--- src/inc/jsr_pkg.sv ---
package jsr_pkg;

  // ************************************************************
  // register map (byte addresses, one aligned word each)
  // ************************************************************
  localparam logic [3:0] JSR_OFS_INSTR = 4'h0;
  localparam logic [3:0] JSR_OFS_STATUS = 4'h4;
  localparam logic [3:0] JSR_OFS_CTRL = 4'h8;
  localparam logic [3:0] JSR_OFS_IDENT = 4'hc;
  localparam int JSR_CTRL_IRQ_CLR_BIT = 0;

  // ************************************************************
  // instruction_hold layout and reset values
  // ************************************************************
  localparam int JSR_IR_W = 16;
  localparam int JSR_CODE_W = 8;
  localparam logic [7:0] JSR_CODE_RESET = 8'hef;
  localparam logic [7:0] JSR_IR_FIXED_LOW = 8'hfd;
  localparam logic [31:0] JSR_IDENT_DEFAULT = 32'h00000001;

  // ************************************************************
  // boundary chain geometry
  // ************************************************************
  localparam int JSR_CHAIN_LEN = 469;
  localparam int JSR_CHAIN_TOP_CELL = 483;
  localparam int JSR_ID_W = 32;

  // ************************************************************
  // decoded commands and tap states
  // ************************************************************
  typedef enum logic [3:0] {
    JSR_OP_EXTEST,
    JSR_OP_CLAMP,
    JSR_OP_HIGHZ,
    JSR_OP_SAMPLE,
    JSR_OP_RST_NEG,
    JSR_OP_RST_AST,
    JSR_OP_DBG_IRQ,
    JSR_OP_IDCODE,
    JSR_OP_BYPASS,
    JSR_OP_RESERVED
  } jsr_op_t;

  typedef enum logic [3:0] {
    JSR_TLR, JSR_RTI, JSR_SEL_DR, JSR_CAP_DR, JSR_SHF_DR, JSR_EX1_DR,
    JSR_PAU_DR, JSR_EX2_DR, JSR_UPD_DR, JSR_SEL_IR, JSR_CAP_IR,
    JSR_SHF_IR, JSR_EX1_IR, JSR_PAU_IR, JSR_EX2_IR, JSR_UPD_IR
  } jsr_tap_t;

endpackage : jsr_pkg

--- src/hw/jsr_top.sv ---
// Chosen here: the Avalon-MM interface to the registers and the register offsets.
`timescale 1ns/10ps
// What this block does
// - one-bit bypass stage between serial in and out under bypass
// - bypass stage cleared to zero on every pass through capture-dr
// - sixteen-bit instruction hold, readable but never writable by software
// - instruction returns to identity code on test reset or reset state
// - new instruction accepted serially whatever the processor is doing
// - instruction code sits in upper eight bits, loaded from serial input
// - low byte reads fixed: bits 7..2 one, bit 1 zero, bit 0 one
// - top nibble 0000 extest, 0010 clamp, 0011 highz, 0100 sample
// - 0110 drops reset request, 0111 raises it, 101x requests debug irq
// - 1110 identity code (reset value ef), 1111 bypass, rest reserved
// - 469-stage boundary chain observing and controlling the pins
// - chain cells numbered down from serial in, cell 483 nearest it
// - test reset low resets the whole port asynchronously
module jsr_top
  import jsr_pkg::*;
#(
  parameter int CHAIN_LEN = JSR_CHAIN_LEN,
  // arbitrary neutral value, not any maker's code
  parameter logic [31:0] IDENT_WORD = JSR_IDENT_DEFAULT
)(
  input wire logic clock_in,
  input wire logic rst_n_in,
  input wire logic tck_in,
  input wire logic tms_in,
  input wire logic tdi_in,
  input wire logic trst_n_in,
  output logic tdo_out,
  output logic tdo_oe_n_out,
  input wire logic [CHAIN_LEN-1:0] chain_capture_in,
  output logic [CHAIN_LEN-1:0] chain_update_out,
  output logic test_drive_out,
  output logic test_float_out,
  output logic reset_request_out,
  output logic debug_irq_out,
  input wire logic [3:0] avs_address_in,
  input wire logic avs_read_in,
  input wire logic avs_write_in,
  input wire logic [31:0] avs_writedata_in,
  input wire logic [3:0] avs_byteenable_in,
  output logic [31:0] avs_readdata_out,
  output logic avs_waitrequest_out
);

  // ************************************************************
  // command decode
  // ************************************************************
  function automatic jsr_op_t decode_op(input logic [7:0] code);
    jsr_op_t op;
    op = JSR_OP_RESERVED;
    // low nibble is ignored on purpose
    case (code[7:4])
      4'h0: op = JSR_OP_EXTEST;
      4'h2: op = JSR_OP_CLAMP;
      4'h3: op = JSR_OP_HIGHZ;
      4'h4: op = JSR_OP_SAMPLE;
      4'h6: op = JSR_OP_RST_NEG;
      4'h7: op = JSR_OP_RST_AST;
      4'ha, 4'hb: op = JSR_OP_DBG_IRQ;
      4'he: op = JSR_OP_IDCODE;
      4'hf: op = JSR_OP_BYPASS;
      default: op = JSR_OP_RESERVED;
    endcase
    return op;
  endfunction : decode_op
  function automatic jsr_tap_t tap_next(input jsr_tap_t s, input logic m);
    jsr_tap_t n;
    n = s;
    case (s)
      JSR_TLR: n = m ? JSR_TLR : JSR_RTI;
      JSR_RTI: n = m ? JSR_SEL_DR : JSR_RTI;
      JSR_SEL_DR: n = m ? JSR_SEL_IR : JSR_CAP_DR;
      JSR_CAP_DR: n = m ? JSR_EX1_DR : JSR_SHF_DR;
      JSR_SHF_DR: n = m ? JSR_EX1_DR : JSR_SHF_DR;
      JSR_EX1_DR: n = m ? JSR_UPD_DR : JSR_PAU_DR;
      JSR_PAU_DR: n = m ? JSR_EX2_DR : JSR_PAU_DR;
      JSR_EX2_DR: n = m ? JSR_UPD_DR : JSR_SHF_DR;
      JSR_UPD_DR: n = m ? JSR_SEL_DR : JSR_RTI;
      JSR_SEL_IR: n = m ? JSR_TLR : JSR_CAP_IR;
      JSR_CAP_IR: n = m ? JSR_EX1_IR : JSR_SHF_IR;
      JSR_SHF_IR: n = m ? JSR_EX1_IR : JSR_SHF_IR;
      JSR_EX1_IR: n = m ? JSR_UPD_IR : JSR_PAU_IR;
      JSR_PAU_IR: n = m ? JSR_EX2_IR : JSR_PAU_IR;
      JSR_EX2_IR: n = m ? JSR_UPD_IR : JSR_SHF_IR;
      JSR_UPD_IR: n = m ? JSR_SEL_DR : JSR_RTI;
      default: n = JSR_TLR;
    endcase
    return n;
  endfunction : tap_next
  // ************************************************************
  // reset release and pin synchronisers
  // ************************************************************
  logic rst_s1;
  logic rst_n;
  logic tap_rst_n;
  logic [2:0] tck_s1;
  logic [2:0] pin_s2;
  logic tck_d;
  logic tck_rise;
  logic tck_fall;
  always_ff @(posedge clock_in or negedge rst_n_in)
  begin
    if (!rst_n_in)
    begin
      rst_s1 <= 1'b0;
      rst_n <= 1'b0;
    end
    else
    begin
      rst_s1 <= 1'b1;
      rst_n <= rst_s1;
    end
  end

  // test reset acts without the clock, only constants are loaded
  assign tap_rst_n = rst_n & trst_n_in;
  always_ff @(posedge clock_in or negedge rst_n)
  begin
    if (!rst_n)
    begin
      tck_s1 <= 3'h0;
      pin_s2 <= 3'h0;
      tck_d <= 1'b0;
    end
    else
    begin
      tck_s1 <= {tck_in, tms_in, tdi_in};
      pin_s2 <= tck_s1;
      tck_d <= pin_s2[2];
    end
  end

  // tck must stay below a quarter of clock_in to be seen reliably
  assign tck_rise = pin_s2[2] & ~tck_d;
  assign tck_fall = ~pin_s2[2] & tck_d;
  // ************************************************************
  // tap state
  // ************************************************************
  jsr_tap_t tap_state;
  always_ff @(posedge clock_in or negedge tap_rst_n)
  begin
    if (!tap_rst_n)
      tap_state <= JSR_TLR;
    else if (tck_rise)
      tap_state <= tap_next(tap_state, pin_s2[1]);
  end

  // ************************************************************
  // instruction path
  // ************************************************************
  logic [JSR_CODE_W-1:0] instruction_code;
  logic [JSR_IR_W-1:0] ir_shift;
  logic [JSR_IR_W-1:0] instruction_hold;
  jsr_op_t op_q;
  assign instruction_hold = {instruction_code, JSR_IR_FIXED_LOW};
  always_ff @(posedge clock_in or negedge tap_rst_n)
  begin
    if (!tap_rst_n)
    begin
      ir_shift <= {JSR_CODE_RESET, JSR_IR_FIXED_LOW};
      instruction_code <= JSR_CODE_RESET;
      op_q <= JSR_OP_IDCODE;
    end
    else if (tck_rise)
    begin
      if (tap_state == JSR_TLR)
      begin
        instruction_code <= JSR_CODE_RESET;
        op_q <= JSR_OP_IDCODE;
      end
      else if (tap_state == JSR_CAP_IR)
        ir_shift <= instruction_hold;
      else if (tap_state == JSR_SHF_IR)
        ir_shift <= {pin_s2[0], ir_shift[JSR_IR_W-1:1]};
      else if (tap_state == JSR_UPD_IR)
      begin
        // unassigned codes land in the reserved op and select bypass
        instruction_code <= ir_shift[15:8];
        op_q <= decode_op(ir_shift[15:8]);
      end
    end
  end

  // ************************************************************
  // data registers
  // ************************************************************
  logic bypass_stage;
  logic [JSR_ID_W-1:0] id_shift;
  logic [CHAIN_LEN-1:0] pin_scan_chain;
  logic chain_sel;
  assign chain_sel = (op_q == JSR_OP_EXTEST) || (op_q == JSR_OP_SAMPLE);
  always_ff @(posedge clock_in or negedge tap_rst_n)
  begin
    if (!tap_rst_n)
      bypass_stage <= 1'b0;
    else if (tck_rise && tap_state == JSR_CAP_DR)
      bypass_stage <= 1'b0;
    else if (tck_rise && tap_state == JSR_SHF_DR)
      bypass_stage <= pin_s2[0];
  end
  always_ff @(posedge clock_in or negedge tap_rst_n)
  begin
    if (!tap_rst_n)
      id_shift <= 32'h00000000;
    else if (tck_rise && tap_state == JSR_CAP_DR)
      id_shift <= IDENT_WORD;
    else if (tck_rise && tap_state == JSR_SHF_DR)
      id_shift <= {pin_s2[0], id_shift[JSR_ID_W-1:1]};
  end
  // index CHAIN_LEN-1 is cell JSR_CHAIN_TOP_CELL, fed straight from tdi
  always_ff @(posedge clock_in or negedge tap_rst_n)
  begin
    if (!tap_rst_n)
      pin_scan_chain <= '0;
    else if (tck_rise && chain_sel && tap_state == JSR_CAP_DR)
      pin_scan_chain <= chain_capture_in;
    else if (tck_rise && chain_sel && tap_state == JSR_SHF_DR)
      pin_scan_chain <= {pin_s2[0], pin_scan_chain[CHAIN_LEN-1:1]};
  end
  // update cells only move under chain ops, so clamp keeps what was loaded
  always_ff @(posedge clock_in or negedge tap_rst_n)
  begin
    if (!tap_rst_n)
      chain_update_out <= '0;
    else if (tck_rise && chain_sel && tap_state == JSR_UPD_DR)
      chain_update_out <= pin_scan_chain;
  end
  always_ff @(posedge clock_in or negedge tap_rst_n)
  begin
    if (!tap_rst_n)
    begin
      test_drive_out <= 1'b0;
      test_float_out <= 1'b0;
    end
    else
    begin
      test_drive_out <= (op_q == JSR_OP_EXTEST) || (op_q == JSR_OP_CLAMP);
      test_float_out <= (op_q == JSR_OP_HIGHZ);
    end
  end

  // ************************************************************
  // serial output, changes on the falling tck edge
  // ************************************************************
  always_ff @(posedge clock_in or negedge tap_rst_n)
  begin
    if (!tap_rst_n)
    begin
      tdo_out <= 1'b0;
      tdo_oe_n_out <= 1'b1;
    end
    else if (tck_fall)
    begin
      tdo_oe_n_out <= !(tap_state == JSR_SHF_IR || tap_state == JSR_SHF_DR);
      if (tap_state == JSR_SHF_IR)
        tdo_out <= ir_shift[0];
      else if (chain_sel)
        tdo_out <= pin_scan_chain[0];
      else if (op_q == JSR_OP_IDCODE)
        tdo_out <= id_shift[0];
      else
        tdo_out <= bypass_stage;
    end
  end

  // ************************************************************
  // side effects of loaded commands
  // ************************************************************
  logic upd_ir_now;
  logic irq_clr;
  assign upd_ir_now = tck_rise && tap_state == JSR_UPD_IR;
  always_ff @(posedge clock_in or negedge tap_rst_n)
  begin
    if (!tap_rst_n)
      reset_request_out <= 1'b0;
    else if (upd_ir_now && decode_op(ir_shift[15:8]) == JSR_OP_RST_AST)
      reset_request_out <= 1'b1;
    else if (upd_ir_now && decode_op(ir_shift[15:8]) == JSR_OP_RST_NEG)
      reset_request_out <= 1'b0;
  end
  // a new request beats a software clear in the same cycle
  always_ff @(posedge clock_in or negedge tap_rst_n)
  begin
    if (!tap_rst_n)
      debug_irq_out <= 1'b0;
    else if (upd_ir_now && decode_op(ir_shift[15:8]) == JSR_OP_DBG_IRQ)
      debug_irq_out <= 1'b1;
    else if (irq_clr)
      debug_irq_out <= 1'b0;
  end
  // ************************************************************
  // avalon slave, fixed one wait state
  // ************************************************************
  logic bus_ack;
  assign avs_waitrequest_out = (avs_read_in | avs_write_in) & ~bus_ack;
  // software may only clear the irq; instruction_hold ignores writes
  assign irq_clr = avs_write_in && bus_ack && avs_address_in == JSR_OFS_CTRL
    && avs_byteenable_in[0] && avs_writedata_in[JSR_CTRL_IRQ_CLR_BIT];
  always_ff @(posedge clock_in or negedge rst_n)
  begin
    if (!rst_n)
      bus_ack <= 1'b0;
    else
      bus_ack <= (avs_read_in | avs_write_in) & ~bus_ack;
  end

  always_ff @(posedge clock_in or negedge rst_n)
  begin
    if (!rst_n)
      avs_readdata_out <= 32'h00000000;
    else if (avs_read_in && !bus_ack)
    begin
      case (avs_address_in)
        JSR_OFS_INSTR: avs_readdata_out <= {16'h0000, instruction_hold};
        JSR_OFS_STATUS: avs_readdata_out <= {24'h000000, tap_state,
          test_float_out, test_drive_out, debug_irq_out, reset_request_out};
        JSR_OFS_IDENT: avs_readdata_out <= IDENT_WORD;
        default: avs_readdata_out <= 32'h00000000;
      endcase
    end
  end

  // ************************************************************
  // checks
  // ************************************************************
  AST_BYP_CAPT: assert property (@(posedge clock_in) disable iff (!tap_rst_n)
    (tck_rise && tap_state == JSR_CAP_DR) |=> !bypass_stage)
    else $error("bypass stage not cleared at capture-dr");
  AST_IR_TLR: assert property (@(posedge clock_in) disable iff (!tap_rst_n)
    (tck_rise && tap_state == JSR_TLR) |=> instruction_code == JSR_CODE_RESET
      && op_q == JSR_OP_IDCODE)
    else $error("instruction not reset to identity code");
  AST_IR_LOAD: assert property (@(posedge clock_in) disable iff (!tap_rst_n)
    upd_ir_now |=> instruction_code == $past(ir_shift[15:8]))
    else $error("instruction code not taken from shifted bits");
  AST_IR_LOW: assert property (@(posedge clock_in) disable iff (!tap_rst_n)
    tck_rise && tap_state == JSR_CAP_IR |=> ir_shift[7:0] == 8'hfd)
    else $error("fixed low byte of instruction wrong");
  AST_BYP_OUT: assert property (@(posedge clock_in) disable iff (!tap_rst_n)
    (tck_fall && tap_state == JSR_SHF_DR && op_q == JSR_OP_BYPASS)
      |=> tdo_out == $past(bypass_stage) && !tdo_oe_n_out)
    else $error("bypass stage not on serial output");
  AST_HIGHZ: assert property (@(posedge clock_in) disable iff (!tap_rst_n)
    (op_q == JSR_OP_HIGHZ) [*2] |-> test_float_out && !test_drive_out)
    else $error("highz does not float pins");
  AST_SAMPLE: assert property (@(posedge clock_in) disable iff (!tap_rst_n)
    (op_q == JSR_OP_SAMPLE) [*2] |-> !test_drive_out && !test_float_out)
    else $error("sample disturbs pins");
  AST_CHAIN_SHIFT: assert property (@(posedge clock_in) disable iff (!tap_rst_n)
    (tck_rise && chain_sel && tap_state == JSR_SHF_DR)
      |=> pin_scan_chain[CHAIN_LEN-1] == $past(pin_s2[0])
      && pin_scan_chain[CHAIN_LEN-2] == $past(pin_scan_chain[CHAIN_LEN-1]))
    else $error("chain shift broken");
  AST_RST_REQ: assert property (@(posedge clock_in) disable iff (!tap_rst_n)
    (upd_ir_now && ir_shift[15:12] == 4'h7) |=> reset_request_out)
    else $error("reset request not raised");
  AST_IRQ_WINS: assert property (@(posedge clock_in) disable iff (!tap_rst_n)
    (upd_ir_now && ir_shift[15:13] == 3'h5) |=> debug_irq_out)
    else $error("debug irq request lost");
endmodule : jsr_top

--- config.mk ---
export PLATFORM = sky130hd
export DESIGN_NAME = jsr_top
export DESIGN_NICKNAME = d
export VERILOG_FILES = /design/src/inc/jsr_pkg.sv /design/src/hw/jsr_top.sv
export SDC_FILE = /design/constraint.sdc
export NUM_CORES = 2
export LEC_CHECK = 0
export BUFFER_PORTS_ARGS = -buffer_cell sky130_fd_sc_hd__clkbuf_2
export CAP_MARGIN = 5
export CORE_AREA = 2 2 400 402
export CTS_BUF_LIST = sky130_fd_sc_hd__clkbuf_2 sky130_fd_sc_hd__clkbuf_4 sky130_fd_sc_hd__clkbuf_8
export CTS_CLUSTER_DIAMETER = 60
export DETAILED_ROUTE_END_ITERATION = 12
export DIE_AREA = 0 0 402 404
export PLACE_DENSITY = 0.51
export SYNTH_ARGS = -nofsm -noshare
export SYNTH_HDL_FRONTEND = slang
export SYNTH_SLANG_ARGS = --single-unit
export TNS_END_PERCENT = 10
--- constraint.sdc ---
create_clock -name clock_in -period 50.7 [get_ports clock_in]
set_input_delay 12.675 -clock clock_in [delete_from_list [all_inputs] [get_ports clock_in]]
set_output_delay 12.675 -clock clock_in [all_outputs]
set_load 0.01 [all_outputs]
==> run metrics <==
leakage power 28.2 nW; largest net degree at the start of global routing 168; Hold WC Path Type flop to flop; status complete, no violations; clk sink count 1034; gr ovfl total 0; Row Count 146; core box area 158000 um^2; Synth Register Bits 1034; DP HPWL 101000 um; die height 404 um; crit path capture type output port; Post-synth EDFFs 0; RSZ-0062 raised after global routing false; max-cap violations 0; vias 34957; Mapped Cells 4035; GRT Util Overall 18.1%; vias in the first global route 34802; setup TNS 0 ns; Starting Density 27.9%; arrival time worst endpoint 13.09 ns; Reg clk slew, reported paths 0.06 ns; Layout area overhead 21.9%; Clk pwr share 41.4%; layout cells sized above 1 32.7%; CP cell instances clkbuf_2 > nor2_1 > nor2_1 > clkbuf_2; M3 GR Usage 6.16%; sw frac 29.4%; Inserted Clock Buffers 186; mapped cell area 44100 um^2; met1 Use GR 22.6%; global-route wire length before repair 227000 um; Slew headroom 25.3%; Post-synth ARST share 100%; Final setup viols 0; internal power 0.00142 W; Sequential Power Share 45.0%; Tightest Pin Transition 1.12 ns; Die W 402 um; Hold Vio Cnt, Final 0; maximum single-stage delay on the critical path 0.16 ns; pwr dens 37.3 nW/um^2; post-CTS resize count 0; delay-heaviest family, CP buffers and inverters; CP Buf/Inv Count 2; io pins 1025; DRT Wirelength 152000 um; fin crit share 50.8%; WL per Instance 21.3 um; placed cell count 6790; Critical Path Start Type input port; power share of the combinational group 13.5%; CP max-delay cell clkbuf_2; Detail Route Antenna Nets 0; Slew Viols, Final 0; Critical Path RT 38.03 ns; GR Util met2 28.6%; Clock Skew 0.0311 ns; Port Buf Inserts 974; most common cell after layout, fill and taps aside nand2_1; Avg Cell Area, Syn 10.9 um^2; worst vdd ir 24.1 uV; Final nets 5429; CTS max path bufs 3; # hold bufs at CTS 0; DRT iter0 DRCs 2511; switching pwr 0.000590 W; highest-count cells in the layout ignoring fill and taps nand2_1 (1018), dfrtp_1 (1009), clkbuf_2 (974), a21oi_1 (488), a31oi_1 (472); final std cells w/o fill 7139; initial antenna violation count 36; CTS tree built; type of the worst setup path input port to output port; # H-tree levels 4; Detailed Routing Iterations Pass 1 5; Distinct cells, synth 60; post-layout min period 25.77 ns; Max Freq 0.0388 GHz; GRT Max-Usage Layer met2; sequential area share after synthesis 58.8%; worst skew pair latency 0.93 ns; Yosys warning count 0; die footprint 162000 um^2; leading register cell type out of synthesis dfrtp_1; Setup Fix Bufs, Post-CTS 0; RePlAce Congestion 0.835; Clock Tree Root clkbuf_8; # DRC 0; maximum fanout along the worst path 2; Avg Vias per Cell 4.90
==> worst paths after layout <==
check / startpoint / slack (ns) / endpoint / depth (start not counted)
setup / recovery: avs_write_in / 24.93 / avs_waitrequest_out / 4
hold / removal: tck_s1[1] / 0.34 / pin_s2[1] / 0
setup reg to reg: pin_s2[2] / 44.66 / chain_update_out[119] / 8
hold reg to reg: tck_s1[1] / 0.34 / pin_s2[1] / 0
max in group asynchronous: trst_n_in / 35.58 / chain_update_out[346] / 5
min in group asynchronous: rst_n / 0.44 / pin_s2[0] / 0
==> cells in the mapped netlist, drive strengths merged, types with 4 or more instances <==
| library cell | number | area, um^2 |
|---|---|---|
| a31oi | 472 | 2950 |
| nand4 | 4 | 25.0 |
| nor3 | 5 | 30.0 |
| a21oi | 489 | 2450 |
| dfstp | 25 | 657 |
| nor2 | 18 | 67.6 |
| ha | 6 | 75.1 |
| mux2i | 13 | 130 |
| o21ai | 43 | 215 |
| mux2 | 472 | 5320 |
| o31ai | 8 | 60.1 |
| nor2b | 11 | 68.8 |
| and3 | 4 | 25.0 |
| a22o | 9 | 78.8 |
| buf | 226 | 1840 |
| dfrtp | 1009 | 25200 |
| inv | 7 | 26.3 |
| nand2b | 6 | 37.5 |
| clkbuf | 134 | 512 |
| o22a | 14 | 123 |
| nand2 | 1018 | 3820 |
==> kinds of logic (layout without fill, tap and decap cells) <==
family	after synthesis	in the layout	share of synthesized area (%)
simple gates	1088	1088	9.63
xor+xnor	2	2	0.0568
mux	485	485	12.4
fa+ha+maj	6	6	0.170
other cells	2	39	0.0170
compound gates	1051	1051	13.6
flops	1034	1034	58.8
buf+inv	367	1362	5.39
==> power by group through the flow <==
stage	Sequential (W)	Clock, W	Combinational [W]
6_report	0.000903	0.000831	0.000272
3_3_place_gp	0.000916	0	0.000274
2_1_floorplan	0.000921	0	0.000183
4_1_cts	0.000903	0.000854	0.000275
3_5_place_dp	0.000918	0	0.000274
5_1_grt	0.000909	0.000891	0.000294
==> worst register-to-register path: cells and delay by family, from the launching register on <==
family / cells / cell delay [ns]
AND/OR/NAND/NOR: 3 / 1.60
multiplexers: 1 / 0.44
flip-flops: 1 / 0.41
buffers and inverters: 4 / 3.45
==> metal layers <==
metal / part of all wire, % / wire length [um]
met5: 0.12 / 179
met4: 3.7 / 5580
met3: 8.1 / 12400
met1: 41 / 62800
met2: 47 / 71300
==> per-stage QoR <==
step | utilization [%] | instance area (um^2) | total power (W) | hold slack (ns) | setup WS [ns]
finish | 34.1 | 53800 | 0.00201 | 0.340 | 24.93
global route | 34.0 | 53700 | 0.00209 | 0.346 | 24.90
CTS | 34.0 | 53700 | 0.00203 | 0.336 | 24.94
detailed placement | 31.5 | 49800 | 0.00119 | 0.335 | 24.95
global placement | 31.5 | 49800 | 0.00119 | 0.336 | 24.93
floorplan | - | 44100 | 0.00110 | 0.313 | 4.99
==> layout make-up <==
| cell class | instances | area [um^2] |
|---|---|---|
| multi-input combinational | 2649 | 15900 |
| inverter | 7 | 26.3 |
| timing repair buffer | 1028 | 5330 |
| antenna | 22 | 55.1 |
| fill | 16384 | 104000 |
| clock buffer | 298 | 3670 |
| clock inverter | 29 | 269 |
| sequential | 1034 | 25900 |
| tap | 2072 | 2590 |
==> sequential cells by signal (all words and copies together), names as in the netlist, 3 cells and up <==
register and cells:
op_q 4, ir_shift 16, tck_s1 3, tap_state 4, pin_scan_chain 469, instruction_code 8
pin_s2 3, avs_readdata_out 16, chain_update_out 469, id_shift 31
(Power assumes the default switching activity.)
